`config.mk`:
```
export PLATFORM = sky130hd
export DESIGN_NAME = vdcfg_core
export DESIGN_NICKNAME = d
export VERILOG_FILES = /design/src/vdcfg_core.v
export VERILOG_INCLUDE_DIRS = /design/src
export SDC_FILE = /design/constraint.sdc
export NUM_CORES = 1
export LEC_CHECK = 0
export ABC_CLOCK_PERIOD_IN_PS = 5100
export BUFFER_PORTS_ARGS = -buffer_cell sky130_fd_sc_hd__buf_2
export CAP_MARGIN = 5
export CORE_MARGIN = 4
export CORE_UTILIZATION = 56
export CTS_CLUSTER_DIAMETER = 60
export DETAILED_ROUTE_END_ITERATION = 10
export GPL_ROUTABILITY_DRIVEN = 0
export GPL_TIMING_DRIVEN = 0
export PLACE_DENSITY = 0.8
export SYNTH_ARGS = -nofsm -noshare
export SYNTH_HDL_FRONTEND = slang
export SYNTH_SLANG_ARGS = --single-unit
```
`constraint.sdc`:
```
create_clock -name clk -period 5.1 [get_ports clk]
set_input_delay 0.51 -clock clk [delete_from_list [all_inputs] [get_ports clk]]
set_output_delay 0.51 -clock clk [all_outputs]
set_load 0.02 [all_outputs]
```
`src/vdcfg_defs.vh`:
```
/*
 * constants for the video decoder input configuration block.
 * assumes one 100 MHz clock, synchronous active-high reset, plain register port.
 */
// Functional notes
// - route selected channel one to four
// - mark images invalid four fields after switch
// - notch on at zero, bypass at one
// - notch enabled after initialization
// - interlace select: non, interlaced, field aligned
// - field aligned shifts second field half line
// - chroma gain adapts when enabled
// - main gain active at zero, off at one
// - adaptive gain raises reference on overflow
// - colour killer suppresses colour without burst
// - no decimation delivers every image
// - decimation unit: frames zero, fields one
// - decimation starts odd zero, even one
// - drop count out of fifty or sixty
// - drops spread evenly across group
// - flip selects top-down or bottom-up line order
// - flip defaults to one
// - flip takes effect on window apply
// - composite mode: chroma converter off, notch on
`ifndef VDCFG_DEFS_VH
`define VDCFG_DEFS_VH

`define VDCFG_REG_CHANNEL    4'h0
`define VDCFG_REG_FILTER     4'h1
`define VDCFG_REG_GAIN       4'h2
`define VDCFG_REG_DECIM      4'h3
`define VDCFG_REG_FLIP       4'h4
`define VDCFG_REG_APPLY      4'h5
`define VDCFG_REG_STATUS     4'h6
`define VDCFG_REG_ACTIVE     4'h7

// filter register fields
`define VDCFG_FLT_NOTCH_BIT  0
`define VDCFG_FLT_ILACE_LSB  1
`define VDCFG_FLT_COMP_BIT   3
`define VDCFG_FLT_KILL_BIT   4
// gain register fields
`define VDCFG_GN_CHROMA_BIT  0
`define VDCFG_GN_MAIN_BIT    1
`define VDCFG_GN_ADAPT_BIT   2
// decimation register fields
`define VDCFG_DEC_COUNT_LSB  0
`define VDCFG_DEC_UNIT_BIT   8
`define VDCFG_DEC_PAR_BIT    9

`define VDCFG_RST_CHANNEL    2'h0
`define VDCFG_RST_FILTER     5'h18
`define VDCFG_RST_GAIN       3'h1
`define VDCFG_RST_FLIP       1'h1

`define VDCFG_ILACE_NON      2'h0
`define VDCFG_ILACE_INT      2'h1
`define VDCFG_ILACE_ALIGN    2'h2

`define VDCFG_SETTLE_FIELDS  3'h4
`define VDCFG_GROUP_625      7'h32
`define VDCFG_GROUP_525      7'h3c
`define VDCFG_REF_MAX        4'hf

`endif

```
`src/vdcfg_core.v`:
```
/*
 * video decoder input configuration: register port, field-aligned setting
 * shadow, channel settle tracking, temporal decimation, flip and gain control.
 * assumes field start, parity, line format, burst and converter overflow come
 * from the decoder on the same clock as single-cycle pulses or levels.
 */
`timescale 1ns/1ps
`include "vdcfg_defs.vh"

module vdcfg_core #(
    parameter CNT_W = 7
) (
    // clock and reset
    input  wire             clk,
    input  wire             rst,
    // register port
    input  wire [3:0]       reg_addr,
    input  wire [15:0]      reg_wdata,
    input  wire             reg_wr,
    input  wire             reg_rd,
    output reg  [15:0]      reg_rdata,
    // decoder timing and status
    input  wire             field_start,
    input  wire             field_even,
    input  wire             lines_625,
    input  wire             burst_present,
    input  wire             adc_overflow,
    input  wire             capture_run,
    // decoder controls
    output reg  [1:0]       select_input_channel,
    output reg              mono_notch_bypass,
    output reg              notch_enable,
    output reg              chroma_adc_power,
    output reg  [1:0]       interlace_mode,
    output reg              half_line_shift,
    output reg              chroma_gain_enable,
    output reg              main_gain_disable,
    output reg              adaptive_gain_select,
    output reg  [3:0]       adc_reference,
    output reg              colour_decode_on,
    output reg              vertical_flip_active,
    // capture path
    output reg              field_keep,
    output reg              image_valid
);

    function [CNT_W:0] acc_add;
        input [CNT_W:0] a;
        input [CNT_W-1:0] b;
        begin
            acc_add = a + {1'b0, b};
        end
    endfunction

    // software side registers
    reg [1:0]       chan_q;
    reg [4:0]       filt_q;
    reg [2:0]       gain_q;
    reg [7:0]       dcnt_q;
    reg             dunit_q;
    reg             dpar_q;
    reg             flip_q;
    reg             flip_apply_q;
    reg             dec_wr_q;

    // field-synchronised state
    reg [2:0]       settle_q;
    reg [CNT_W:0]   acc_q;
    reg [CNT_W:0]   acc_d;
    reg             frame_drop_q;
    reg             started_q;
    reg             drop_d;
    wire [CNT_W-1:0] group_size;
    wire [CNT_W-1:0] drop_step;
    wire            started_w;

    assign group_size = lines_625 ? `VDCFG_GROUP_625 : `VDCFG_GROUP_525;
    // counts above the group drop every unit and keep the sum from overflowing
    assign drop_step = (dcnt_q > {1'b0, group_size}) ? group_size : dcnt_q[CNT_W-1:0];
    assign started_w = started_q & ~dec_wr_q;

    // register writes
    always @(posedge clk) begin
        if (rst) begin
            chan_q       <= `VDCFG_RST_CHANNEL;
            filt_q       <= `VDCFG_RST_FILTER;
            gain_q       <= `VDCFG_RST_GAIN;
            dcnt_q       <= 8'h00;
            dunit_q      <= 1'b0;
            dpar_q       <= 1'b0;
            flip_q       <= `VDCFG_RST_FLIP;
            flip_apply_q <= 1'b0;
            dec_wr_q     <= 1'b0;
        end else begin
            flip_apply_q <= 1'b0;
            // restarts the drop phase, so a new start parity is honoured
            dec_wr_q     <= reg_wr && (reg_addr == `VDCFG_REG_DECIM);
            if (reg_wr) begin
                case (reg_addr)
                    `VDCFG_REG_CHANNEL: chan_q <= reg_wdata[1:0];
                    `VDCFG_REG_FILTER:  filt_q <= reg_wdata[4:0];
                    `VDCFG_REG_GAIN:    gain_q <= reg_wdata[2:0];
                    `VDCFG_REG_DECIM: begin
                        dcnt_q  <= reg_wdata[`VDCFG_DEC_COUNT_LSB +: 8];
                        dunit_q <= reg_wdata[`VDCFG_DEC_UNIT_BIT];
                        dpar_q  <= reg_wdata[`VDCFG_DEC_PAR_BIT];
                    end
                    `VDCFG_REG_FLIP:    flip_q <= reg_wdata[0];
                    // window apply only honoured while stopped
                    `VDCFG_REG_APPLY:   flip_apply_q <= ~capture_run;
                    default: ;
                endcase
            end
        end
    end

    // flip latches only on window apply
    always @(posedge clk) begin
        if (rst)
            vertical_flip_active <= `VDCFG_RST_FLIP;
        else if (flip_apply_q)
            vertical_flip_active <= flip_q;
    end

    // filter settings except the colour kill bit, and gain settings, move together at a field start
    always @(posedge clk) begin
        if (rst) begin
            select_input_channel <= `VDCFG_RST_CHANNEL;
            mono_notch_bypass    <= 1'b0;
            notch_enable         <= 1'b1;
            chroma_adc_power     <= 1'b0;
            interlace_mode       <= `VDCFG_ILACE_NON;
            chroma_gain_enable   <= 1'b1;
            main_gain_disable    <= 1'b0;
            adaptive_gain_select <= 1'b0;
        end else if (field_start) begin
            select_input_channel <= chan_q;
            mono_notch_bypass    <= filt_q[`VDCFG_FLT_NOTCH_BIT];
            // composite forces notch on and chroma converter off
            notch_enable         <= filt_q[`VDCFG_FLT_COMP_BIT] | ~filt_q[0];
            chroma_adc_power     <= ~filt_q[`VDCFG_FLT_COMP_BIT];
            interlace_mode       <= filt_q[`VDCFG_FLT_ILACE_LSB +: 2];
            chroma_gain_enable   <= gain_q[`VDCFG_GN_CHROMA_BIT];
            main_gain_disable    <= gain_q[`VDCFG_GN_MAIN_BIT];
            adaptive_gain_select <= gain_q[`VDCFG_GN_ADAPT_BIT];
        end
    end

    // second field moved half a line in field-aligned mode
    always @(posedge clk) begin
        if (rst)
            half_line_shift <= 1'b0;
        else
            half_line_shift <= (interlace_mode == `VDCFG_ILACE_ALIGN) & field_even;
    end

    // colour killer
    always @(posedge clk) begin
        if (rst)
            colour_decode_on <= 1'b1;
        else
            colour_decode_on <= ~filt_q[`VDCFG_FLT_KILL_BIT] | burst_present;
    end

    // adaptive reference: steps up on overflow, saturates, resets when not adaptive
    always @(posedge clk) begin
        if (rst)
            adc_reference <= 4'h0;
        else if (!adaptive_gain_select || main_gain_disable)
            adc_reference <= 4'h0;
        else if (adc_overflow && adc_reference != `VDCFG_REF_MAX)
            adc_reference <= adc_reference + 4'h1;
    end

    // settle counter; a channel change invalidates the next fields
    always @(posedge clk) begin
        if (rst)
            settle_q <= `VDCFG_SETTLE_FIELDS;
        else if (field_start && chan_q != select_input_channel)
            settle_q <= `VDCFG_SETTLE_FIELDS;
        else if (field_start && settle_q != 3'h0)
            settle_q <= settle_q - 3'h1;
    end

    // even drop spreading: accumulate drop count per unit, drop on wrap.
    // frames are judged at their first field, the second follows it.
    always @* begin
        acc_d  = acc_add(acc_q, drop_step);
        drop_d = 1'b0;
        if (acc_d >= {1'b0, group_size}) begin
            acc_d  = acc_d - {1'b0, group_size};
            drop_d = 1'b1;
        end
    end

    always @(posedge clk) begin
        if (rst) begin
            acc_q        <= {(CNT_W+1){1'b0}};
            frame_drop_q <= 1'b0;
            started_q    <= 1'b0;
            field_keep   <= 1'b0;
            image_valid  <= 1'b0;
        end else begin
            // a new decimation setting restarts the spreading phase
            if (dec_wr_q) begin
                acc_q     <= {(CNT_W+1){1'b0}};
                started_q <= 1'b0;
            end
            if (field_start) begin
                // the fourth field start after a switch brings a settled image
                image_valid <= (settle_q <= 3'h1) && (chan_q == select_input_channel);
                if (dcnt_q == 8'h00) begin
                    field_keep <= 1'b1;
                    acc_q      <= {(CNT_W+1){1'b0}};
                    started_q  <= 1'b0;
                end else if (!started_w && field_even != dpar_q) begin
                    field_keep <= 1'b1;
                end else if (!started_w) begin
                    // the first unit of the chosen parity is the first one dropped
                    started_q    <= 1'b1;
                    acc_q        <= {(CNT_W+1){1'b0}};
                    frame_drop_q <= 1'b1;
                    field_keep   <= 1'b0;
                end else if (dunit_q) begin
                    acc_q      <= acc_d;
                    field_keep <= ~drop_d;
                end else if (field_even == dpar_q) begin
                    acc_q        <= acc_d;
                    frame_drop_q <= drop_d;
                    field_keep   <= ~drop_d;
                end else begin
                    field_keep <= ~frame_drop_q;
                end
            end
        end
    end

    // read data, one cycle after the strobe
    always @(posedge clk) begin
        if (rst)
            reg_rdata <= 16'h0000;
        else if (reg_rd) begin
            case (reg_addr)
                `VDCFG_REG_CHANNEL: reg_rdata <= {14'h0000, chan_q};
                `VDCFG_REG_FILTER:  reg_rdata <= {11'h000, filt_q};
                `VDCFG_REG_GAIN:    reg_rdata <= {13'h0000, gain_q};
                `VDCFG_REG_DECIM:   reg_rdata <= {6'h00, dpar_q, dunit_q, dcnt_q};
                `VDCFG_REG_FLIP:    reg_rdata <= {15'h0000, flip_q};
                `VDCFG_REG_STATUS:  reg_rdata <= {8'h00, adc_reference, colour_decode_on,
                                                  image_valid, field_keep,
                                                  vertical_flip_active};
                `VDCFG_REG_ACTIVE:  reg_rdata <= {8'h00, interlace_mode, half_line_shift,
                                                  settle_q, select_input_channel};
                default:            reg_rdata <= 16'h0000;
            endcase
        end
    end

endmodule // vdcfg_core

```
==> results of run 1 <==
[through the flow]
stage                     area [µm²]  setup slack, ps  hold slack [ps]  cells  power (mW)
after floorplan                 3710             1090              369    439       0.635
after global placement          4050              536              389    566       0.674
after detailed placement        4050              408              393    566       0.678
after CTS                       4220              653              337    582        1.05
after global routing            4220              183              375    582        1.09
final                           4220              651              352    582        1.04
[state kept, by name, summed over array words and instances (netlist names), 2 cells and up]
signal / cells
dcnt_q: 8
filt_q: 5
settle_q: 3
adc_reference: 4
chan_q: 2
select_input_channel: 2
gain_q: 3
acc_add.a: 8
interlace_mode: 2
reg_rdata: 10
[logic make-up after synthesis]
| group | Yosys count |
|---|---|
| muxes | 23 |
| xor gates and xnor gates | 14 |
| other | 1 |
| adders and majority gates | 19 |
| buffers and inverters | 40 |
| AOI/OAI and AO/OA | 104 |
| DFF | 65 |
| and+or+nand+nor | 167 |
[critical path: stages, from the launching register on]
cell	delay, ps
dfxtp_1	450
ha_1	280
nor2b_1	130
o21ai_0	140
a21oi_1	80
nor3_1	400
o21ai_0	260
fa_1	490
xnor2_1	280
inv_1	110
ha_1	300
nor2b_1	130
o21ai_0	270
a311oi_2	180
a22oi_2	450
and2_4	270
o311ai_2	110
[per-layer routing]
| metal | part of all wire (%) | vias to the layer above |
|---|---|---|
| li1 | - | 1694 |
| met1 | 43 | 1652 |
| met2 | 47 | 153 |
| met3 | 8.2 | 24 |
| met4 | 2.0 | 0 |
| met5 | 0 | - |
[worst max-delay path by stage]
stage                     startpoint           end  slack (ps)
final                      dcnt_q[2]  acc_add.a[3]         650
after global routing       dcnt_q[2]    field_keep         180
after CTS                  dcnt_q[2]  acc_add.a[3]         650
after detailed placement   lines_625  acc_add.a[3]         410
after global placement     lines_625  acc_add.a[3]         540
after floorplan            lines_625  acc_add.a[3]        1090
[area by class of cell]
class	instances	area [µm²]	share of cell area [%]
plain buffers	25	125	2.97
clock buffers	10	128	3.03
clock inverters	6	35.0	0.831
inverters	15	56.3	1.34
multi-input cells	334	2220	52.8
flip-flops and latches	65	1300	30.9
well taps	77	96.3	2.28
repair buffers	50	250	5.93
[cell usage in the layout (no fill, tap or decap), drive strengths merged, types with 3 or more instances in the layout]
master / synthesis / final
a211o: 7 / 7
a211oi: 6 / 6
a21oi: 38 / 38
a222oi: 3 / 3
a22oi: 5 / 5
and2: 8 / 8
and3: 5 / 5
buf: 10 / 60
clkbuf: 15 / 25
clkinv: 0 / 4
conb: 1 / 7
dfxtp: 65 / 65
ha: 17 / 17
inv: 15 / 15
mux2: 5 / 5
mux2i: 16 / 16
nand2: 35 / 35
nand2b: 7 / 7
nand3: 29 / 29
nand4: 8 / 8
nor2: 47 / 47
nor2b: 8 / 8
nor3: 5 / 5
o211ai: 3 / 3
o21ai: 16 / 16
or3: 3 / 3
xnor2: 6 / 6
xor2: 8 / 8
[power groups by stage]
stage                     sequential (mW)  clock, mW  combinational [mW]
after floorplan                     0.540          0              0.0951
after global placement              0.540          0               0.135
after detailed placement            0.540          0               0.138
after CTS                           0.528      0.383               0.139
after global routing                0.529      0.401               0.156
final                               0.529      0.373               0.142
==> flow_metrics.env, run 1 <==
export IMPL_status="finished clean"
export IMPL_arrival_ps=4680
export IMPL_seq_area_frac_synth_pct=35.3
export IMPL_fin_crit_ps=4450
export IMPL_io_pins=65
export IMPL_dr_pass1_iters=5
export IMPL_r2r_end="acc_add.a[3]"
export IMPL_final_nets=549
export IMPL_n_fill_cell=532
export IMPL_synth_cell_types=69
export IMPL_async_reset_ff_share_pct=0
export IMPL_p_comb_share_pct=13.6
export IMPL_worstMarginPinSlew_ps=731
export IMPL_rsz0062_at_grt="no"
export IMPL_yosysTopAreaCellShare_pct=35.3
export IMPL_antenna_found_initial=0
export IMPL_yosysTopAreaCell="dfxtp_1"
export IMPL_leakage_nw=1.79
export IMPL_drtAntennaViolNets=0
export IMPL_initial_utilization_pct=57.7
export IMPL_power_density_mw_per_mm2=247
export IMPL_root_buffer="clkbuf_8"
export IMPL_maxSlewViolCount=0
export IMPL_drc=0
export IMPL_critPathRequiredTime_ps=5330
export IMPL_die_w_um=89.1
export IMPL_synth_top_cells_by_area="dfxtp_1, ha_1, a21oi_1"
export IMPL_ctsResizeCount=0
export IMPL_max_freq_ghz=0.225
export IMPL_synth_edf_count=0
export IMPL_max_slew_margin_pct=51.3
export IMPL_fin_crit_sh_pct=87.2
export IMPL_netlist_instances=433
export IMPL_startpoint_type="flop"
export IMPL_drive_above_1_share_pct=18.8
export IMPL_rr_startpoint="dcnt_q[2]"
export IMPL_syn_to_final_growth_pct=14.4
export IMPL_postCtsSetupBuffers=0
export IMPL_num_antenna_cells=0
export IMPL_maxCapViolCount=0
export IMPL_clock_latency_ps=350
export IMPL_r2r_cells=16
export IMPL_wl_per_cell_um=16.6
export IMPL_drt_vias_per_instance=6.05
export IMPL_ys_flop_type="dfxtp_1"
export IMPL_cts_tree="built"
export IMPL_hold_depth=3
export IMPL_synth_top_family_by_area="simple AND/OR/NAND/NOR gates"
export IMPL_finalSetupViolCount=0
export IMPL_peakVddDrop_v=0.000242
export IMPL_synth_seq_cells=65
export IMPL_rows=29
export IMPL_port_buffer_count=50
export IMPL_hpwl_um=7230
export IMPL_p_clk_share_pct=35.7
export IMPL_skew_ps=7.07
export IMPL_synthSimpleGateAreaFrac_pct=22.3
export IMPL_dr_first_iter_drc_count=217
export IMPL_grt_use_met2_pct=39.2
export IMPL_cts_buffers_inserted=9
export IMPL_synth_fa_ha_area_share_pct=6.86
export IMPL_yosysWarningCount=0
export IMPL_r2r_slack_ps=650
export IMPL_synth_xor_area_share_pct=3.53
export IMPL_cts_clk_slew_worst_paths_ps=70
export IMPL_grt_pass1_wl_um=15600
export IMPL_crit_fanout=9
export IMPL_worst_setup_path_type="flop to flop"
export IMPL_grt_use_met1_pct=33.3
export IMPL_final_core_util_pct=66.0
export IMPL_cts_sinks=65
export IMPL_vias=3523
export IMPL_cts_hold_buf=0
export IMPL_p_switching_mw=0.300
export IMPL_hold_viol_final=0
export IMPL_wirelength_um=9670
export IMPL_endpoint_kind="flop"
export IMPL_clock_path_buffers=2
export IMPL_synthesis_area_mm2=0.00368
export IMPL_grt_busiest_layer="met2"
export IMPL_grt_util_all_layers_pct=25.1
export IMPL_cts_htree_levels=3
export IMPL_switching_share_pct=28.7
export IMPL_synthMuxAreaShare_pct=7.10
export IMPL_fp_dieArea_mm2=0.00794
export IMPL_coreArea_mm2=0.00639
export IMPL_hold_class="input port to flop"
export IMPL_seqPwrFrac_pct=50.7
export IMPL_syn_area_per_cell_um2=8.51
export IMPL_grt_pass1_vias=3349
export IMPL_fp_dieH_um=89.1
export IMPL_grt_ovfl_total=0
export IMPL_min_to="colour_decode_on"
export IMPL_hold_path_startpoint="burst_present"
export IMPL_synth_most_common_cell="dfxtp_1"
export IMPL_synth_compound_area_share_pct=19.8
export IMPL_grt_max_degree=12
export IMPL_setup_tns_final_ps=0
export IMPL_synthTopCellsByCount="dfxtp_1, nor2_1, a21oi_1"
export IMPL_grtUsageMet3_pct=6.36
export IMPL_p_int_mw=0.743
Note: power is estimated with default switching activity, not from simulation.
==> run 2: changes to the inputs <==
Settings changed: GPL_TIMING_DRIVEN 0 to default.
==> flow_metrics.env, run 2 (synthesis results as in run 1) <==
export IMPL_status="finished clean"
export IMPL_root_buffer="clkbuf_8"
export IMPL_startpoint_type="flop"
export IMPL_num_antenna_cells=0
export IMPL_n_fill_cell=554
export IMPL_fin_crit_sh_pct=86.3
export IMPL_critPathMaxStageDelay_ps=440
export IMPL_wirelength_um=9150
export IMPL_antenna_found_initial=0
export IMPL_grt_busiest_layer="met2"
export IMPL_p_int_mw=0.762
export IMPL_crit_top_cell="ha_1"
export IMPL_crit_slowest_cell="dfxtp_1"
export IMPL_die_w_um=89.1
export IMPL_finalSetupViolCount=0
export IMPL_critPathRequiredTime_ps=5310
export IMPL_worst_setup_path_type="flop to flop"
export IMPL_p_switching_mw=0.284
export IMPL_p_comb_share_pct=12.8
export IMPL_fin_cells=559
export IMPL_worst_path_buf_inv=1
export IMPL_cts_sinks=65
export IMPL_seqPwrFrac_pct=50.5
export IMPL_largest_reg_flops=10
export IMPL_skew_ps=6.82
export IMPL_hold_ws_ps=373
export IMPL_ctsResizeCount=0
export IMPL_wl_per_cell_um=16.4
export IMPL_dr_pass1_iters=7
export IMPL_cts_clk_slew_worst_paths_ps=70
export IMPL_grtUsageMet3_pct=7.10
export IMPL_endpoint_kind="flop"
export IMPL_fp_dieArea_mm2=0.00794
export IMPL_initial_utilization_pct=57.7
export IMPL_crit_fanout=9
export IMPL_largest_register="reg_rdata"
export IMPL_cts_buffers_inserted=9
export IMPL_crit_family="compound AO/OA/AOI/OAI gates"
export IMPL_coreArea_mm2=0.00639
export IMPL_arrival_ps=4620
export IMPL_grt_pass1_wl_um=14700
export IMPL_vias=3404
export IMPL_cts_hold_buf=0
export IMPL_clock_latency_ps=330
export IMPL_cts_tree="built"
export IMPL_leakage_nw=1.75
export IMPL_final_common_cell="dfxtp_1"
export IMPL_hpwl_um=6780
export IMPL_peakVddDrop_v=0.000265
export IMPL_drt_vias_per_instance=6.09
export IMPL_hold_class="input port to flop"
export IMPL_maxSlewViolCount=0
export IMPL_dr_first_iter_drc_count=241
export IMPL_grt_util_all_layers_pct=23.8
export IMPL_cts_htree_levels=3
export IMPL_hold_viol_final=0
export IMPL_fin_crit_ps=4400
export IMPL_final_core_util_pct=64.6
export IMPL_final_nets=528
export IMPL_syn_to_final_growth_pct=11.9
export IMPL_switching_share_pct=27.1
export IMPL_power_density_mw_per_mm2=254
export IMPL_port_buffer_count=52
export IMPL_maxCapViolCount=0
export IMPL_setup_tns_final_ps=0
export IMPL_drive_above_1_share_pct=18.7
export IMPL_rsz0062_at_grt="no"
export IMPL_grt_ovfl_total=0
export IMPL_fp_dieH_um=89.1
export IMPL_max_slew_margin_pct=61.1
export IMPL_drtAntennaViolNets=0
export IMPL_io_pins=65
export IMPL_clock_path_buffers=2
export IMPL_grt_pass1_vias=3112
export IMPL_p_clk_share_pct=36.7
export IMPL_place_inst=545
export IMPL_postCtsSetupBuffers=0
export IMPL_drc=0
export IMPL_crit_chain="ha_1 -> nor2b_1 -> o21ai_0 -> a21oi_1 -> nor3_1 -> mux2_2 -> ha_1 -> xnor2_1 -> inv_1 -> ha_1 -> nor2b_1 -> o21ai_0 -> a311oi_2 -> a22oi_2 -> and2_4 -> o311ai_2"
export IMPL_grt_max_degree=54
export IMPL_worstMarginPinSlew_ps=584
export IMPL_rows=29
export IMPL_grt_use_met1_pct=31.2
export IMPL_max_freq_ghz=0.227
export IMPL_grt_use_met2_pct=38.6
export IMPL_layout_common_cells="dfxtp_1, buf_2, nor2_1"
-- run 2: cell types whose count changed in the layout (fill, tap and decap cells not counted), sizes merged --
cell,before,now
clkbuf,25,11
buf,60,54
clkinv,4,2
clkinvlp,2,1
-- run 2: power groups by stage --
stage,Combinational (mW),Sequential (mW),Clock [mW]
2_1_floorplan,0.0951,0.540,0
3_3_place_gp,0.127,0.540,0
3_5_place_dp,0.131,0.540,0
4_1_cts,0.132,0.528,0.388
5_1_grt,0.147,0.529,0.412
6_report,0.134,0.528,0.384
-- run 2: metal layers --
metal	vias to the layer above	routed length, µm
met5	-	0
li1	1648	-
met2	133	4370
met3	12	639
met4	0	117
met1	1611	4020
-- run 2: area by class of cell --
class | count | area (µm²) | area share (%)
inverters | 15 | 56.3 | 1.37
multi-input cells | 334 | 2220 | 54.0
well taps | 77 | 96.3 | 2.34
repair buffers | 54 | 275 | 6.68
clock buffers | 11 | 151 | 3.67
flip-flops and latches | 65 | 1300 | 31.6
clock inverters | 3 | 17.5 | 0.425
-- run 2: final timing paths --
path | start | to | slack, ps | depth (start not counted)
worst max-delay path | dcnt_q[2] | acc_add.a[3] | 700 | 16
worst min-delay path | burst_present | colour_decode_on | 370 | 3
worst max register to register | dcnt_q[2] | acc_add.a[3] | 700 | 16
worst min register to register | filt_q[4] | colour_decode_on | 400 | 1
-- run 2: worst reg2reg max path, delay by kind of cell, from the launching register on --
family | cells | cell delay (ps)
adder cells (fa/ha/maj) | 3 | 940
AND/OR/NAND/NOR | 4 | 900
flip-flops | 1 | 440
XOR/XNOR | 1 | 270
multiplexers | 1 | 400
buffers and inverters | 1 | 120
AO/OA/AOI/OAI | 6 | 1220
-- run 2: metrics by stage --
step / worst slack, ps / area, µm² / power (mW)
after detailed placement: 470 / 3950 / 0.671
after CTS: 724 / 4120 / 1.05
final: 696 / 4120 / 1.05
after global routing: 315 / 4120 / 1.09
after global placement: 586 / 3950 / 0.667
after floorplan: 1090 / 3710 / 0.635
==> run 3: changes to the inputs <==
Settings changed: CORE_ASPECT_RATIO from default to 0.9.
==> flow_metrics.env, run 3 (synthesis results as in run 1) <==
export IMPL_status="finished clean"
export IMPL_num_antenna_cells=0
export IMPL_io_pins=65
export IMPL_crit_chain="ha_1 -> nor2b_1 -> o21ai_0 -> a21oi_1 -> nor3_1 -> o21ai_0 -> fa_1 -> xnor2_1 -> inv_1 -> ha_1 -> nor2b_1 -> o21ai_0 -> a311oi_2 -> a22oi_2 -> and2_4 -> a211oi_1"
export IMPL_fp_dieArea_mm2=0.00794
export IMPL_hold_class="input port to flop"
export IMPL_wl_per_cell_um=16.5
export IMPL_worstMarginPinSlew_ps=944
export IMPL_fin_crit_sh_pct=87.6
export IMPL_switching_share_pct=27.8
export IMPL_p_switching_mw=0.310
export IMPL_worst_setup_path_type="flop to flop"
export IMPL_cts_htree_levels=3
export IMPL_grt_util_all_layers_pct=24.2
export IMPL_maxCapViolCount=0
export IMPL_leakage_nw=1.76
export IMPL_cts_tree="built"
export IMPL_critPathRequiredTime_ps=5280
export IMPL_startpoint_type="flop"
export IMPL_die_w_um=93.5
export IMPL_final_common_cell="dfxtp_1"
export IMPL_coreArea_mm2=0.00625
export IMPL_cts_buffers_inserted=9
export IMPL_cts_clk_slew_worst_paths_ps=80
export IMPL_drt_vias_per_instance=5.98
export IMPL_layout_common_cells="dfxtp_1, buf_2, nor2_1"
export IMPL_max_slew_margin_pct=37.0
export IMPL_arrival_ps=4650
export IMPL_hold_viol_final=0
export IMPL_syn_to_final_growth_pct=13.0
export IMPL_drtAntennaViolNets=0
export IMPL_p_int_mw=0.805
export IMPL_root_buffer="clkbuf_8"
export IMPL_drive_above_1_share_pct=18.8
export IMPL_setup_tns_final_ps=0
export IMPL_final_nets=527
export IMPL_dr_first_iter_drc_count=295
export IMPL_hpwl_um=6990
export IMPL_largest_reg_flops=10
export IMPL_final_core_util_pct=66.6
export IMPL_clock_latency_ps=340
export IMPL_largest_register="reg_rdata"
export IMPL_crit_fanout=9
export IMPL_fp_dieH_um=85.0
export IMPL_dr_pass1_iters=5
export IMPL_rsz0062_at_grt="no"
export IMPL_port_buffer_count=52
export IMPL_fin_crit_ps=4470
export IMPL_drc=0
export IMPL_rows=27
export IMPL_initial_utilization_pct=59.0
export IMPL_endpoint_kind="flop"
export IMPL_critPathMaxStageDelay_ps=500
export IMPL_grt_ovfl_total=0
export IMPL_seqPwrFrac_pct=47.3
export IMPL_finalSetupViolCount=0
export IMPL_antenna_found_initial=0
export IMPL_crit_family="compound AO/OA/AOI/OAI gates"
export IMPL_crit_top_cell="o21ai_0"
export IMPL_grt_pass1_vias=3201
export IMPL_p_comb_share_pct=11.9
export IMPL_n_fill_cell=526
export IMPL_max_freq_ghz=0.224
export IMPL_skew_ps=6.24
export IMPL_postCtsSetupBuffers=0
export IMPL_p_clk_share_pct=40.7
export IMPL_peakVddDrop_v=0.000303
export IMPL_clock_path_buffers=2
export IMPL_cts_hold_buf=0
export IMPL_power_density_mw_per_mm2=268
export IMPL_vias=3407
export IMPL_grt_max_degree=54
export IMPL_wirelength_um=9380
export IMPL_grt_pass1_wl_um=15400
export IMPL_ctsResizeCount=0
export IMPL_maxSlewViolCount=0
export IMPL_crit_slowest_cell="fa_1"
export IMPL_cts_sinks=65
export IMPL_worst_path_buf_inv=1
## run 3: path summary, 6_finish.rpt
kind,start,to,slack [ps],cells past startpoint
worst min register to register,filt_q[4],colour_decode_on,420,1
worst max register to register,dcnt_q[2],frame_drop_q,630,16
worst min-delay path,burst_present,colour_decode_on,350,3
worst max-delay path,dcnt_q[2],frame_drop_q,630,16
## run 3: power by group through the flow
stage | sequential, mW | combinational (mW) | clock, mW
finish | 0.528 | 0.133 | 0.454
global route | 0.529 | 0.146 | 0.486
CTS | 0.527 | 0.132 | 0.459
detailed placement | 0.539 | 0.131 | 0
global placement | 0.539 | 0.126 | 0
floorplan | 0.540 | 0.0951 | 0
## run 3: layer usage
layer | vias to the layer above | GRT usage [%] | share of wire, %
li1 | 1650 | - | -
met1 | 1569 | 32.9 | 44
met2 | 171 | 38.2 | 46
met3 | 17 | 5.50 | 8.7
met4 | 0 | 7.59 | 2.0
met5 | - | 0 | 0
## run 3: metrics by stage
| stage | setup slack [ps] | hold WS, ps | power (mW) | cells | area [µm²] |
|---|---|---|---|---|---|
| 6_report | 631 | 347 | 1.11 | 570 | 4160 |
| 5_1_grt | 330 | 356 | 1.16 | 570 | 4160 |
| 4_1_cts | 671 | 340 | 1.12 | 570 | 4160 |
| 3_5_place_dp | 402 | 404 | 0.670 | 554 | 3960 |
| 3_3_place_gp | 596 | 403 | 0.664 | 554 | 3960 |
| 2_1_floorplan | 1090 | 369 | 0.635 | 439 | 3710 |
## run 3: worst min-delay path: cells and delay by family
family,cells,cell delay (ps)
and+or+nand+nor,2,80
buffers and inverters,1,80
## run 3: layout make-up
cell class	instances	area (µm²)	share of cell area, %
clock buffer	10	138	3.31
clock inverter	6	66.3	1.59
inverter	15	56.3	1.35
multi-input combinational	334	2220	53.4
sequential	65	1300	31.3
tap	87	109	2.61
timing repair buffer	53	268	6.43
